$ cat config.mk
export PLATFORM = sky130hd
export DESIGN_NAME = cpl_loop
export DESIGN_NICKNAME = d
export VERILOG_FILES = /design/src/logic/cpl_pkg.sv /design/src/logic/cpl_loop.sv
export SDC_FILE = /design/constraint.sdc
export NUM_CORES = 2
export LEC_CHECK = 0
export BUFFER_PORTS_ARGS = -buffer_cell sky130_fd_sc_hd__buf_2
export CAP_MARGIN = 5
export CORE_UTILIZATION = 50
export CTS_CLUSTER_SIZE = 20
export DETAILED_ROUTE_END_ITERATION = 6
export MAX_ROUTING_LAYER = met4
export PLACE_DENSITY = 0.75
export SLEW_MARGIN = 20
export SYNTH_ARGS = -nofsm -noshare
export SYNTH_HDL_FRONTEND = slang
export SYNTH_SLANG_ARGS = --single-unit
$ cat constraint.sdc
create_clock -name i_clk -period 16.8 [get_ports i_clk]
set_clock_uncertainty 0.05 [all_clocks]
set_input_delay 2.52 -clock i_clk [delete_from_list [all_inputs] [get_ports i_clk]]
set_output_delay 2.52 -clock i_clk [all_outputs]
set_load 0.01 [all_outputs]
$ cat src/logic/cpl_pkg.sv
// Purpose: constants and types for the carrier phase error loop filter
// Assumes: one 40 MHz clock, Avalon-MM register access
// Notes:   offsets are byte addresses of 32-bit words
// Behaviour
// - rotate phase by adding 4-bit signed offset to the top phase nibble
// - then shift left 0..3 places, dropping top bits, zero filling low bits
// - CW 00h/0, BPSK 00h/1, QPSK 20h/2, 8-PSK 10h/3 offset and shift
// - one phase error per I/Q sample entering the polar converter
// - filter cycle takes six edges; optional accumulator sums errors between inputs
// - with integrate-and-dump input only end-symbol errors reach the filter
// - output is lag accumulator plus lead term plus AFC and sweep terms
// - lead and lag mantissa scales input by 1 + M/16
// - 5-bit exponent scales by 2^-(32-E)
// - filter input is 8-bit fractional two's complement error
// - 40-bit fractional output, top 32 bits are the NCO word
// - lag accumulator beyond a limit is loaded with that limit
// - freeze input forces the filter input error to zero
// - host can preload and read back the lag accumulator
// - on-chip NCO mode feeds filter output to the NCO
// - otherwise send the word on serial output with sync
// - detector offset and shift live in control bits 0 to 5
// - output selector bits 0 to 3 route phase error to data out
// - lag path weights error by lag gain and integrates it
package cpl_pkg;
  localparam int          ACC_W         = 40;
  localparam int          ERR_W         = 8;
  localparam int          NCO_W         = 32;
  localparam int          PROD_W        = 13;
  localparam int          WIDE_W        = 48;
  localparam int          ALIGN_DROP    = 4;
  // ********************************************************************
  // register map
  // ********************************************************************
  localparam logic [7:0]  ADR_PED_CTRL  = 8'h00;
  localparam logic [7:0]  ADR_CFG       = 8'h04;
  localparam logic [7:0]  ADR_LEAD_GAIN = 8'h08;
  localparam logic [7:0]  ADR_LAG_GAIN  = 8'h0C;
  localparam logic [7:0]  ADR_UPLIM_LO  = 8'h10;
  localparam logic [7:0]  ADR_UPLIM_HI  = 8'h14;
  localparam logic [7:0]  ADR_LOLIM_LO  = 8'h18;
  localparam logic [7:0]  ADR_LOLIM_HI  = 8'h1C;
  localparam logic [7:0]  ADR_PRE_LO    = 8'h20;
  localparam logic [7:0]  ADR_PRE_HI    = 8'h24;
  localparam logic [7:0]  ADR_CMD       = 8'h28;
  localparam logic [7:0]  ADR_LAG_LO    = 8'h2C;
  localparam logic [7:0]  ADR_LAG_HI    = 8'h30;
  localparam logic [7:0]  ADR_OUT_SEL   = 8'h34;
  localparam int          CFG_ACC_EN    = 0;
  localparam int          CFG_IANDD     = 1;
  localparam int          CFG_ONCHIP    = 2;
  localparam logic [3:0]  OSEL_PHASE    = 4'h0;
  localparam logic [3:0]  OSEL_NCO      = 4'h1;
  localparam logic [39:0] UPLIM_RST     = 40'h7FFFFFFFFF;
  localparam logic [39:0] LOLIM_RST     = 40'h8000000000;
  localparam logic [31:0] RD_ZERO       = 32'h0000_0000;
  localparam logic [5:0]  SER_LAST      = 6'h1F;
  typedef struct packed {
    logic [1:0] shift;
    logic [3:0] offset;
  } cpl_ped_s;
  typedef struct packed {
    logic [4:0] expo;
    logic [3:0] mant;
  } cpl_gain_s;
  typedef enum logic [5:0] {
    ST_IDLE = 6'b000001,
    ST_MUL  = 6'b000010,
    ST_LAG  = 6'b000100,
    ST_LIM  = 6'b001000,
    ST_SUM  = 6'b010000,
    ST_OUT  = 6'b100000
  } cpl_state_e;
endpackage

$ cat src/logic/cpl_loop.sv
// Purpose: carrier phase error detector and second-order loop filter
// Assumes: i_phase from the polar converter on the same clock
// Notes:   serial word goes MSB first, sync high with the first bit
//
// Local design decisions: the Avalon-MM slave port and the placing of the registers.
`timescale 1ns/1ps
module cpl_loop
  import cpl_pkg::*;
(
  // clock and reset
  input  wire logic              i_clk,
  input  wire logic              i_rst,
  // phase stream
  input  wire logic [ERR_W-1:0]  i_phase,
  input  wire logic              i_phase_vld,
  input  wire logic              i_end_symbol,
  input  wire logic              i_carrier_freeze_in,
  // extra loop terms
  input  wire logic [ACC_W-1:0]  i_afc_term,
  input  wire logic [ACC_W-1:0]  i_sweep_term,
  // avalon-mm slave
  input  wire logic [7:0]        i_avs_address,
  input  wire logic              i_avs_read,
  input  wire logic              i_avs_write,
  input  wire logic [31:0]       i_avs_writedata,
  output logic      [31:0]       o_avs_readdata,
  output logic                   o_avs_waitrequest,
  // results
  output logic      [ERR_W-1:0]  o_data_out,
  output logic      [ACC_W-1:0]  o_filter_out,
  output logic      [NCO_W-1:0]  o_nco_freq,
  output logic                   o_nco_freq_vld,
  output logic                   o_carrier_freq_serial_out,
  output logic                   o_carrier_freq_word_sync
);
  // ******************************************************************
  // registers
  // ******************************************************************
  cpl_ped_s          ped_q;
  cpl_gain_s         lead_g_q, lag_g_q;
  logic [2:0]        cfg_q;
  logic [3:0]        osel_q;
  logic [ACC_W-1:0]  uplim_q, lolim_q, pre_q;
  logic [7:0]        snap_q;
  logic              wait_q;
  logic [31:0]       rdata_q;
  wire               req     = i_avs_read | i_avs_write;
  wire               wr_acc  = i_avs_write & ~wait_q;
  wire               wr_load = wr_acc & (i_avs_address == ADR_CMD) & i_avs_writedata[0];
  logic [ACC_W-1:0]  lag_q;
  wire  [31:0]       rd_mux =
    (i_avs_address == ADR_PED_CTRL)  ? {26'h0, ped_q} :
    (i_avs_address == ADR_CFG)       ? {29'h0, cfg_q} :
    (i_avs_address == ADR_LEAD_GAIN) ? {23'h0, lead_g_q} :
    (i_avs_address == ADR_LAG_GAIN)  ? {23'h0, lag_g_q} :
    (i_avs_address == ADR_UPLIM_LO)  ? uplim_q[31:0] :
    (i_avs_address == ADR_UPLIM_HI)  ? {24'h0, uplim_q[39:32]} :
    (i_avs_address == ADR_LOLIM_LO)  ? lolim_q[31:0] :
    (i_avs_address == ADR_LOLIM_HI)  ? {24'h0, lolim_q[39:32]} :
    (i_avs_address == ADR_PRE_LO)    ? pre_q[31:0] :
    (i_avs_address == ADR_PRE_HI)    ? {24'h0, pre_q[39:32]} :
    (i_avs_address == ADR_LAG_LO)    ? lag_q[31:0] :
    (i_avs_address == ADR_LAG_HI)    ? {24'h0, snap_q} :
    (i_avs_address == ADR_OUT_SEL)   ? {28'h0, osel_q} : RD_ZERO;

  // one wait cycle, then the request is accepted
  always_ff @(posedge i_clk or posedge i_rst)
  begin
    if (i_rst)
    begin
      wait_q  <= 1'b1;
      rdata_q <= RD_ZERO;
    end
    else
    begin
      wait_q <= ~(req & wait_q);
      if (req & wait_q)
        rdata_q <= rd_mux;
    end
  end

  // high byte frozen on the same edge that captures the low word
  always_ff @(posedge i_clk or posedge i_rst)
  begin
    if (i_rst)
      snap_q <= 8'h00;
    else if (wait_q & i_avs_read & (i_avs_address == ADR_LAG_LO))
      snap_q <= lag_q[39:32];
  end

  always_ff @(posedge i_clk or posedge i_rst)
  begin
    if (i_rst)
    begin
      ped_q    <= '0;
      cfg_q    <= 3'h0;
      lead_g_q <= '0;
      lag_g_q  <= '0;
      uplim_q  <= UPLIM_RST;
      lolim_q  <= LOLIM_RST;
      pre_q    <= '0;
      osel_q   <= OSEL_PHASE;
    end
    else if (wr_acc)
    begin
      if (i_avs_address == ADR_PED_CTRL)
        ped_q <= i_avs_writedata[5:0];
      else if (i_avs_address == ADR_CFG)
        cfg_q <= i_avs_writedata[2:0];
      else if (i_avs_address == ADR_LEAD_GAIN)
        lead_g_q <= i_avs_writedata[8:0];
      else if (i_avs_address == ADR_LAG_GAIN)
        lag_g_q <= i_avs_writedata[8:0];
      else if (i_avs_address == ADR_UPLIM_LO)
        uplim_q[31:0] <= i_avs_writedata;
      else if (i_avs_address == ADR_UPLIM_HI)
        uplim_q[39:32] <= i_avs_writedata[7:0];
      else if (i_avs_address == ADR_LOLIM_LO)
        lolim_q[31:0] <= i_avs_writedata;
      else if (i_avs_address == ADR_LOLIM_HI)
        lolim_q[39:32] <= i_avs_writedata[7:0];
      else if (i_avs_address == ADR_PRE_LO)
        pre_q[31:0] <= i_avs_writedata;
      else if (i_avs_address == ADR_PRE_HI)
        pre_q[39:32] <= i_avs_writedata[7:0];
      else if (i_avs_address == ADR_OUT_SEL)
        osel_q <= i_avs_writedata[3:0];
    end
  end

  // ******************************************************************
  // freeze pin synchroniser
  // ******************************************************************
  logic [2:0] frz_sync_q;
  logic       frz_q;
  always_ff @(posedge i_clk or posedge i_rst)
  begin
    if (i_rst)
    begin
      frz_sync_q <= 3'h0;
      frz_q      <= 1'b0;
    end
    else
    begin
      frz_sync_q <= {frz_sync_q[1:0], i_carrier_freeze_in};
      if (frz_sync_q[1] == frz_sync_q[2])
        frz_q <= frz_sync_q[2];
    end
  end

  // ******************************************************************
  // phase error detector
  // ******************************************************************
  wire  [3:0]       rot_hi = i_phase[7:4] + ped_q.offset;
  wire  [7:0]       det_w  = {rot_hi, i_phase[3:0]} << ped_q.shift;
  wire              take_w = i_phase_vld & (~cfg_q[CFG_IANDD] | i_end_symbol);
  logic [ERR_W-1:0] err_q;
  logic             err_vld_q;
  always_ff @(posedge i_clk or posedge i_rst)
  begin
    if (i_rst)
    begin
      err_q     <= 8'h00;
      err_vld_q <= 1'b0;
    end
    else
    begin
      err_vld_q <= take_w;
      if (take_w)
        err_q <= det_w;
    end
  end

  // ******************************************************************
  // error accumulator and filter input
  // ******************************************************************
  cpl_state_e        st_q;
  logic [ERR_W-1:0]  acc_q, fin_q;
  logic              pend_q;
  wire               start  = (st_q == ST_IDLE) & pend_q;
  wire  [ERR_W:0]    acc_sum = {acc_q[7], acc_q} + {err_q[7], err_q};
  wire  [ERR_W-1:0]  acc_sat = (acc_sum[8] != acc_sum[7]) ?
                               (acc_sum[8] ? 8'h80 : 8'h7F) : acc_sum[7:0];
  always_ff @(posedge i_clk or posedge i_rst)
  begin
    if (i_rst)
    begin
      acc_q  <= 8'h00;
      pend_q <= 1'b0;
      fin_q  <= 8'h00;
    end
    else
    begin
      if (start)
        fin_q <= frz_q ? 8'h00 : acc_q;
      // consumed error never lingers into a later accumulating run
      if (start)
        acc_q <= err_vld_q ? err_q : 8'h00;
      else if (err_vld_q & cfg_q[CFG_ACC_EN])
        acc_q <= acc_sat;
      else if (err_vld_q & ~pend_q)
        acc_q <= err_q;
      pend_q <= err_vld_q | (pend_q & ~start);
    end
  end

  // ******************************************************************
  // gain and alignment
  // ******************************************************************
  function automatic logic [ACC_W-1:0] scale(input logic [ERR_W-1:0] e, input cpl_gain_s g);
    logic signed [PROD_W-1:0] p;
    logic        [WIDE_W-1:0] w;
    p = $signed(e) * $signed({1'b0, 1'b1, g.mant});
    w = {{(WIDE_W-PROD_W){p[PROD_W-1]}}, p} << g.expo;
    return w[ACC_W+ALIGN_DROP-1:ALIGN_DROP];
  endfunction

  // ******************************************************************
  // six-edge loop filter sequence
  // ******************************************************************
  logic [ACC_W-1:0]  lead_q, lagt_q, out_q;
  logic [ACC_W:0]    lsum_q;
  wire  [ACC_W:0]    up_x = {uplim_q[39], uplim_q};
  wire  [ACC_W:0]    lo_x = {lolim_q[39], lolim_q};
  wire               over = $signed(lsum_q) > $signed(up_x);
  wire               undr = $signed(lsum_q) < $signed(lo_x);
  wire  [ACC_W-1:0]  out_w = lag_q + lead_q + i_afc_term + i_sweep_term;
  always_ff @(posedge i_clk or posedge i_rst)
  begin
    if (i_rst)
      st_q <= ST_IDLE;
    else
      case (st_q)
        ST_IDLE: st_q <= start ? ST_MUL : ST_IDLE;
        ST_MUL:  st_q <= ST_LAG;
        ST_LAG:  st_q <= ST_LIM;
        ST_LIM:  st_q <= ST_SUM;
        ST_SUM:  st_q <= ST_OUT;
        default: st_q <= ST_IDLE;
      endcase
  end

  always_ff @(posedge i_clk or posedge i_rst)
  begin
    if (i_rst)
    begin
      lead_q <= '0;
      lagt_q <= '0;
      lsum_q <= '0;
      lag_q  <= '0;
      out_q  <= '0;
    end
    else
    begin
      if (st_q == ST_MUL)
      begin
        lead_q <= scale(fin_q, lead_g_q);
        lagt_q <= scale(fin_q, lag_g_q);
      end
      if (st_q == ST_LAG)
        lsum_q <= {lag_q[39], lag_q} + {lagt_q[39], lagt_q};
      // host preload outranks the limiter update
      if (wr_load)
        lag_q <= pre_q;
      else if (st_q == ST_LIM)
        lag_q <= over ? uplim_q : (undr ? lolim_q : lsum_q[39:0]);
      if (st_q == ST_SUM)
        out_q <= out_w;
    end
  end

  // ******************************************************************
  // outputs: on-chip nco, serial word, data selector
  // ******************************************************************
  logic [NCO_W-1:0] ser_q;
  logic [5:0]       scnt_q;
  logic             sbusy_q;
  wire              ser_ld = (st_q == ST_OUT) & ~cfg_q[CFG_ONCHIP] & ~sbusy_q;
  always_ff @(posedge i_clk or posedge i_rst)
  begin
    if (i_rst)
    begin
      o_filter_out   <= '0;
      o_nco_freq     <= '0;
      o_nco_freq_vld <= 1'b0;
      o_data_out     <= 8'h00;
    end
    else
    begin
      o_nco_freq_vld <= (st_q == ST_OUT) & cfg_q[CFG_ONCHIP];
      if (st_q == ST_OUT)
        o_filter_out <= out_q;
      if ((st_q == ST_OUT) & cfg_q[CFG_ONCHIP])
        o_nco_freq <= out_q[ACC_W-1:ACC_W-NCO_W];
      o_data_out <= (osel_q == OSEL_PHASE) ? err_q :
                    (osel_q == OSEL_NCO) ? o_nco_freq[31:24] : 8'h00;
    end
  end

  // a word that arrives while one is still shifting is skipped
  always_ff @(posedge i_clk or posedge i_rst)
  begin
    if (i_rst)
    begin
      ser_q   <= '0;
      scnt_q  <= 6'h00;
      sbusy_q <= 1'b0;
      o_carrier_freq_serial_out <= 1'b0;
      o_carrier_freq_word_sync  <= 1'b0;
    end
    else
    begin
      o_carrier_freq_word_sync <= ser_ld;
      if (ser_ld)
      begin
        ser_q   <= {out_q[38:8], 1'b0};
        scnt_q  <= 6'h00;
        sbusy_q <= 1'b1;
        o_carrier_freq_serial_out <= out_q[39];
      end
      else if (sbusy_q)
      begin
        o_carrier_freq_serial_out <= ser_q[NCO_W-1];
        ser_q   <= {ser_q[NCO_W-2:0], 1'b0};
        scnt_q  <= scnt_q + 6'h01;
        sbusy_q <= (scnt_q != SER_LAST - 6'h01);
      end
    end
  end

  assign o_avs_readdata    = rdata_q;
  assign o_avs_waitrequest = wait_q;
endmodule // cpl_loop

==> impl_metrics.py <==
metrics = {
    "place": {
        "place_congestion": 0.981,
        "place_area_um2": 38200,
        "dp_hpwl_mm": 80.9,
        "port_buffers": 250,
    },
    "worst_setup_path": {
        "crit_chain": "buf_2, inv_1, fa_1, fa_1, inv_1, ha_1, a211oi_1, o21ai_0, a311oi_1, o211ai_1, and3_1, o2111ai_1, a21oi_1, or4_1, nand3_1",
        "r2r_start": "fin_q[7]",
        "start_kind": "input port",
        "reg2reg_slack_ns": 10.79,
        "path_delay_family": "compound AO/OA/AOI/OAI gates",
        "r2r_cells": 17,
        "crit_arrival_ns": 6.73,
        "required_ns": 17.33,
        "crit_path_max_fanout": 4,
        "path_class": "in -> reg",
        "slowest_delay_ns": 0.61,
        "crit_slowest_cell": "a311oi_1",
        "reg2reg_to": "lead_q[12]",
        "worstSetupEndpointType": "flop",
        "critPathBufInv": 3,
    },
    "floorplan": {
        "die-area_um2": 73700,
        "die_w_um": 271,
        "ioPinCount": 251,
        "core-area_um2": 71600,
        "dieHeight_um": 271,
        "rows": 98,
        "start_util_pct": 50.7,
    },
    "synthesis": {
        "synthArstFlopShare_pct": 100,
        "seq_area_frac_synth_pct": 38.1,
        "yosys-top-cells-area": "dfrtp_1 (35%), ha_1 (7.4%), fa_1 (7.1%), mux2_2 (5.2%), nand2_1 (5.1%)",
        "synthFlopType": "dfrtp_1",
        "synth_area_um2": 36300,
        "synthDistinctLibCells": 86,
        "synth-edff-count": 0,
        "synth_top_area_cell": "dfrtp_1",
        "synth_warnings": 0,
        "ys_ff_latch": 550,
        "avgSynthCellArea_um2": 9.56,
        "synth.net_count": 4275,
        "synth_top_area_share_pct": 35.0,
        "synthCells": 3796,
    },
    "sta": {
        "tightest_slew_ns": 1.16,
        "slew_violations": 0,
        "fmax_mhz": 161,
        "setup_violations": 0,
        "finalCritPeriodShare_pct": 36.9,
        "slew_headroom_pct": 22.9,
        "fin_setup_tns_ns": 0,
        "rsz0062_at_grt": "false",
        "finalCriticalPeriod_ns": 6.20,
        "finalHoldViolCount": 0,
    },
    "finish": {
        "mostFrequentLayoutCells": "dfrtp_1 (507), nand2_1 (495), inv_1 (344), o21ai_0 (313), buf_2 (250)",
        "drive_gt1_share_pct": 16.1,
        "syn_to_final_growth_pct": 11.4,
        "final_common_cell": "dfrtp_1",
        "nets": 4430,
        "fin_area_um2": 40400,
    },
    "clock_tree": {
        "clk_pin_slew_worst_paths_ns": 0.06,
        "worstSkewPairLatency_ns": 0.65,
        "tritoncts": "done",
        "clkSinkCount": 550,
        "cts_resized": 0,
        "hold_buffers": 0,
        "cts-root-buf": "clkbuf_16",
        "numCtsBuffers": 58,
        "htree_levels": 2,
        "clock_path_buffers": 3,
        "post_cts_buffers": 0,
    },
    "global_routing": {
        "grt_pass1_wl_mm": 171,
        "grt_max_degree": 158,
        "overflow": 0,
        "first_global_vias": 29300,
        "antenna_found_initial": 6,
        "grt_use_total_pct": 30.5,
    },
    "route": {
        "vias": 29800,
        "antenna_left": 0,
        "routed_wl_mm": 109,
        "drt-initial-drc-count": 2914,
        "route.detailed.drc": 0,
        "wl_per_cell_um": 22.1,
        "first_pass_iters": 6,
        "vias_per_cell": 6.02,
    },
    "job": {
        "drv_cap": 0,
    },
    "pwr": {
        "ir_worst_vdd_mv": 0.0893,
        "power_mw": 6.30,
        "p_per_area_nw_per_um2": 156,
        "power.leakage_nw": 20.0,
    },
    "worst_hold_path": {
        "min_path_type": "reg -> reg",
        "min_to": "frz_sync_q[1]",
        "worstHoldStart": "frz_sync_q[0]",
        "whs_path_depth": 0,
    },
    "status": {
        "outcome": "finished clean",
    },
}
==> through the flow <==
step	instances	setup slack, ns	utilization (%)	hold slack [ns]
2_1_floorplan	3796	6.78	-	0.281
3_3_place_gp	4839	9.98	53.4	0.285
3_5_place_dp	4839	10.00	53.4	0.287
4_1_cts	4948	10.63	56.4	0.302
5_1_grt	4955	10.32	56.5	0.317
6_report	4955	10.60	56.5	0.299
==> how the worst max path moves through the flow <==
stage	slack (ns)	start	endpoint	cells after the start
2_1_floorplan	6.78	i_rst	acc_q[0]	1
4_1_cts	10.63	i_afc_term[2]	out_q[38]	15
5_1_grt	10.32	i_afc_term[2]	out_q[38]	15
6_report	10.60	i_afc_term[2]	out_q[38]	15
3_5_place_dp	10.00	i_afc_term[2]	out_q[38]	15
3_3_place_gp	9.98	i_afc_term[2]	out_q[38]	15
==> where the power goes <==
group | total [mW] | switching, mW | internal, mW
sequential | 1.79 | 0.279 | 1.51
clock | 1.45 | 0.581 | 0.866
combinational | 3.06 | 1.79 | 1.27
total | 6.30 | 2.65 | 3.65
==> Yosys cell counts, types with 18 or more instances <==
cell      count
o211ai_1     19
nand2_1     495
o22ai_1      55
o21a_1       26
a22o_1       30
nor2_1      167
a21oi_1     165
mux2i_1     119
mux2_2      169
a211oi_1     28
dfstp_2      42
fa_1        129
xnor2_1      55
nand3_1      54
nor2b_1      30
dfrtp_1     508
nor3_1       43
a21o_1       65
nand2b_1     20
nand4_1      25
o31ai_1      18
xor2_1       42
clkbuf_1    155
a31oi_1      31
a221oi_1     75
inv_1       346
o21ai_0     314
and2_1       65
ha_1        215
==> flip-flops by register name, indices dropped and copies added, names as in the netlist, 8 cells and up <==
name and count:
o_avs_readdata 32, fin_q 8, lsum_q 41, o_filter_out 40
lag_g_q 9, err_q 8, o_data_out 8, out_q 40
snap_q 8, lag_q 40, acc_q 8, pre_q 40
lead_q 40, lolim_q 40, uplim_q 40, o_nco_freq 32
lead_g_q 9, lagt_q 40, ser_q 31
==> layout make-up <==
type                       count  area (um2)
antenna                        5        12.5
clock buffer                  78        1660
clock inverter                31         499
fill                        6205       31200
inverter                     352        1330
multi-input combinational   2709       20400
sequential                   550       13800
tap                          950        1190
timing repair buffer         280        1530
==> routing by layer <==
layer | vias to the layer above | routed length (um) | global-route usage (%)
li1 | 13700 | - | -
met1 | 14700 | 45800 | 39.5
met2 | 1169 | 52000 | 48.4
met3 | 225 | 7570 | 4.79
met4 | 0 | 4130 | 11.3
met5 | - | 0 | -
==> kinds of logic after synthesis <==
| kind of cell | Yosys count | synth area share [%] |
|---|---|---|
| and+or+nand+nor | 998 | 12.6 |
| AOI/OAI and AO/OA | 968 | 17.3 |
| DFF | 550 | 38.1 |
| buffers and inverters | 537 | 5.87 |
| adders and majority gates | 347 | 14.6 |
| muxes | 299 | 9.22 |
| xor gates and xnor gates | 97 | 2.34 |
==> worst reg2reg max path, delay by kind of cell, from the launching register on <==
family	cells	cell delay, ns
fa+ha+maj	4	1.76
compound gates	4	1.17
xor+xnor	1	0.83
simple gates	3	0.70
flops	1	0.60
mux	1	0.49
buf+inv	4	0.29
(Power assumes the default switching activity.)
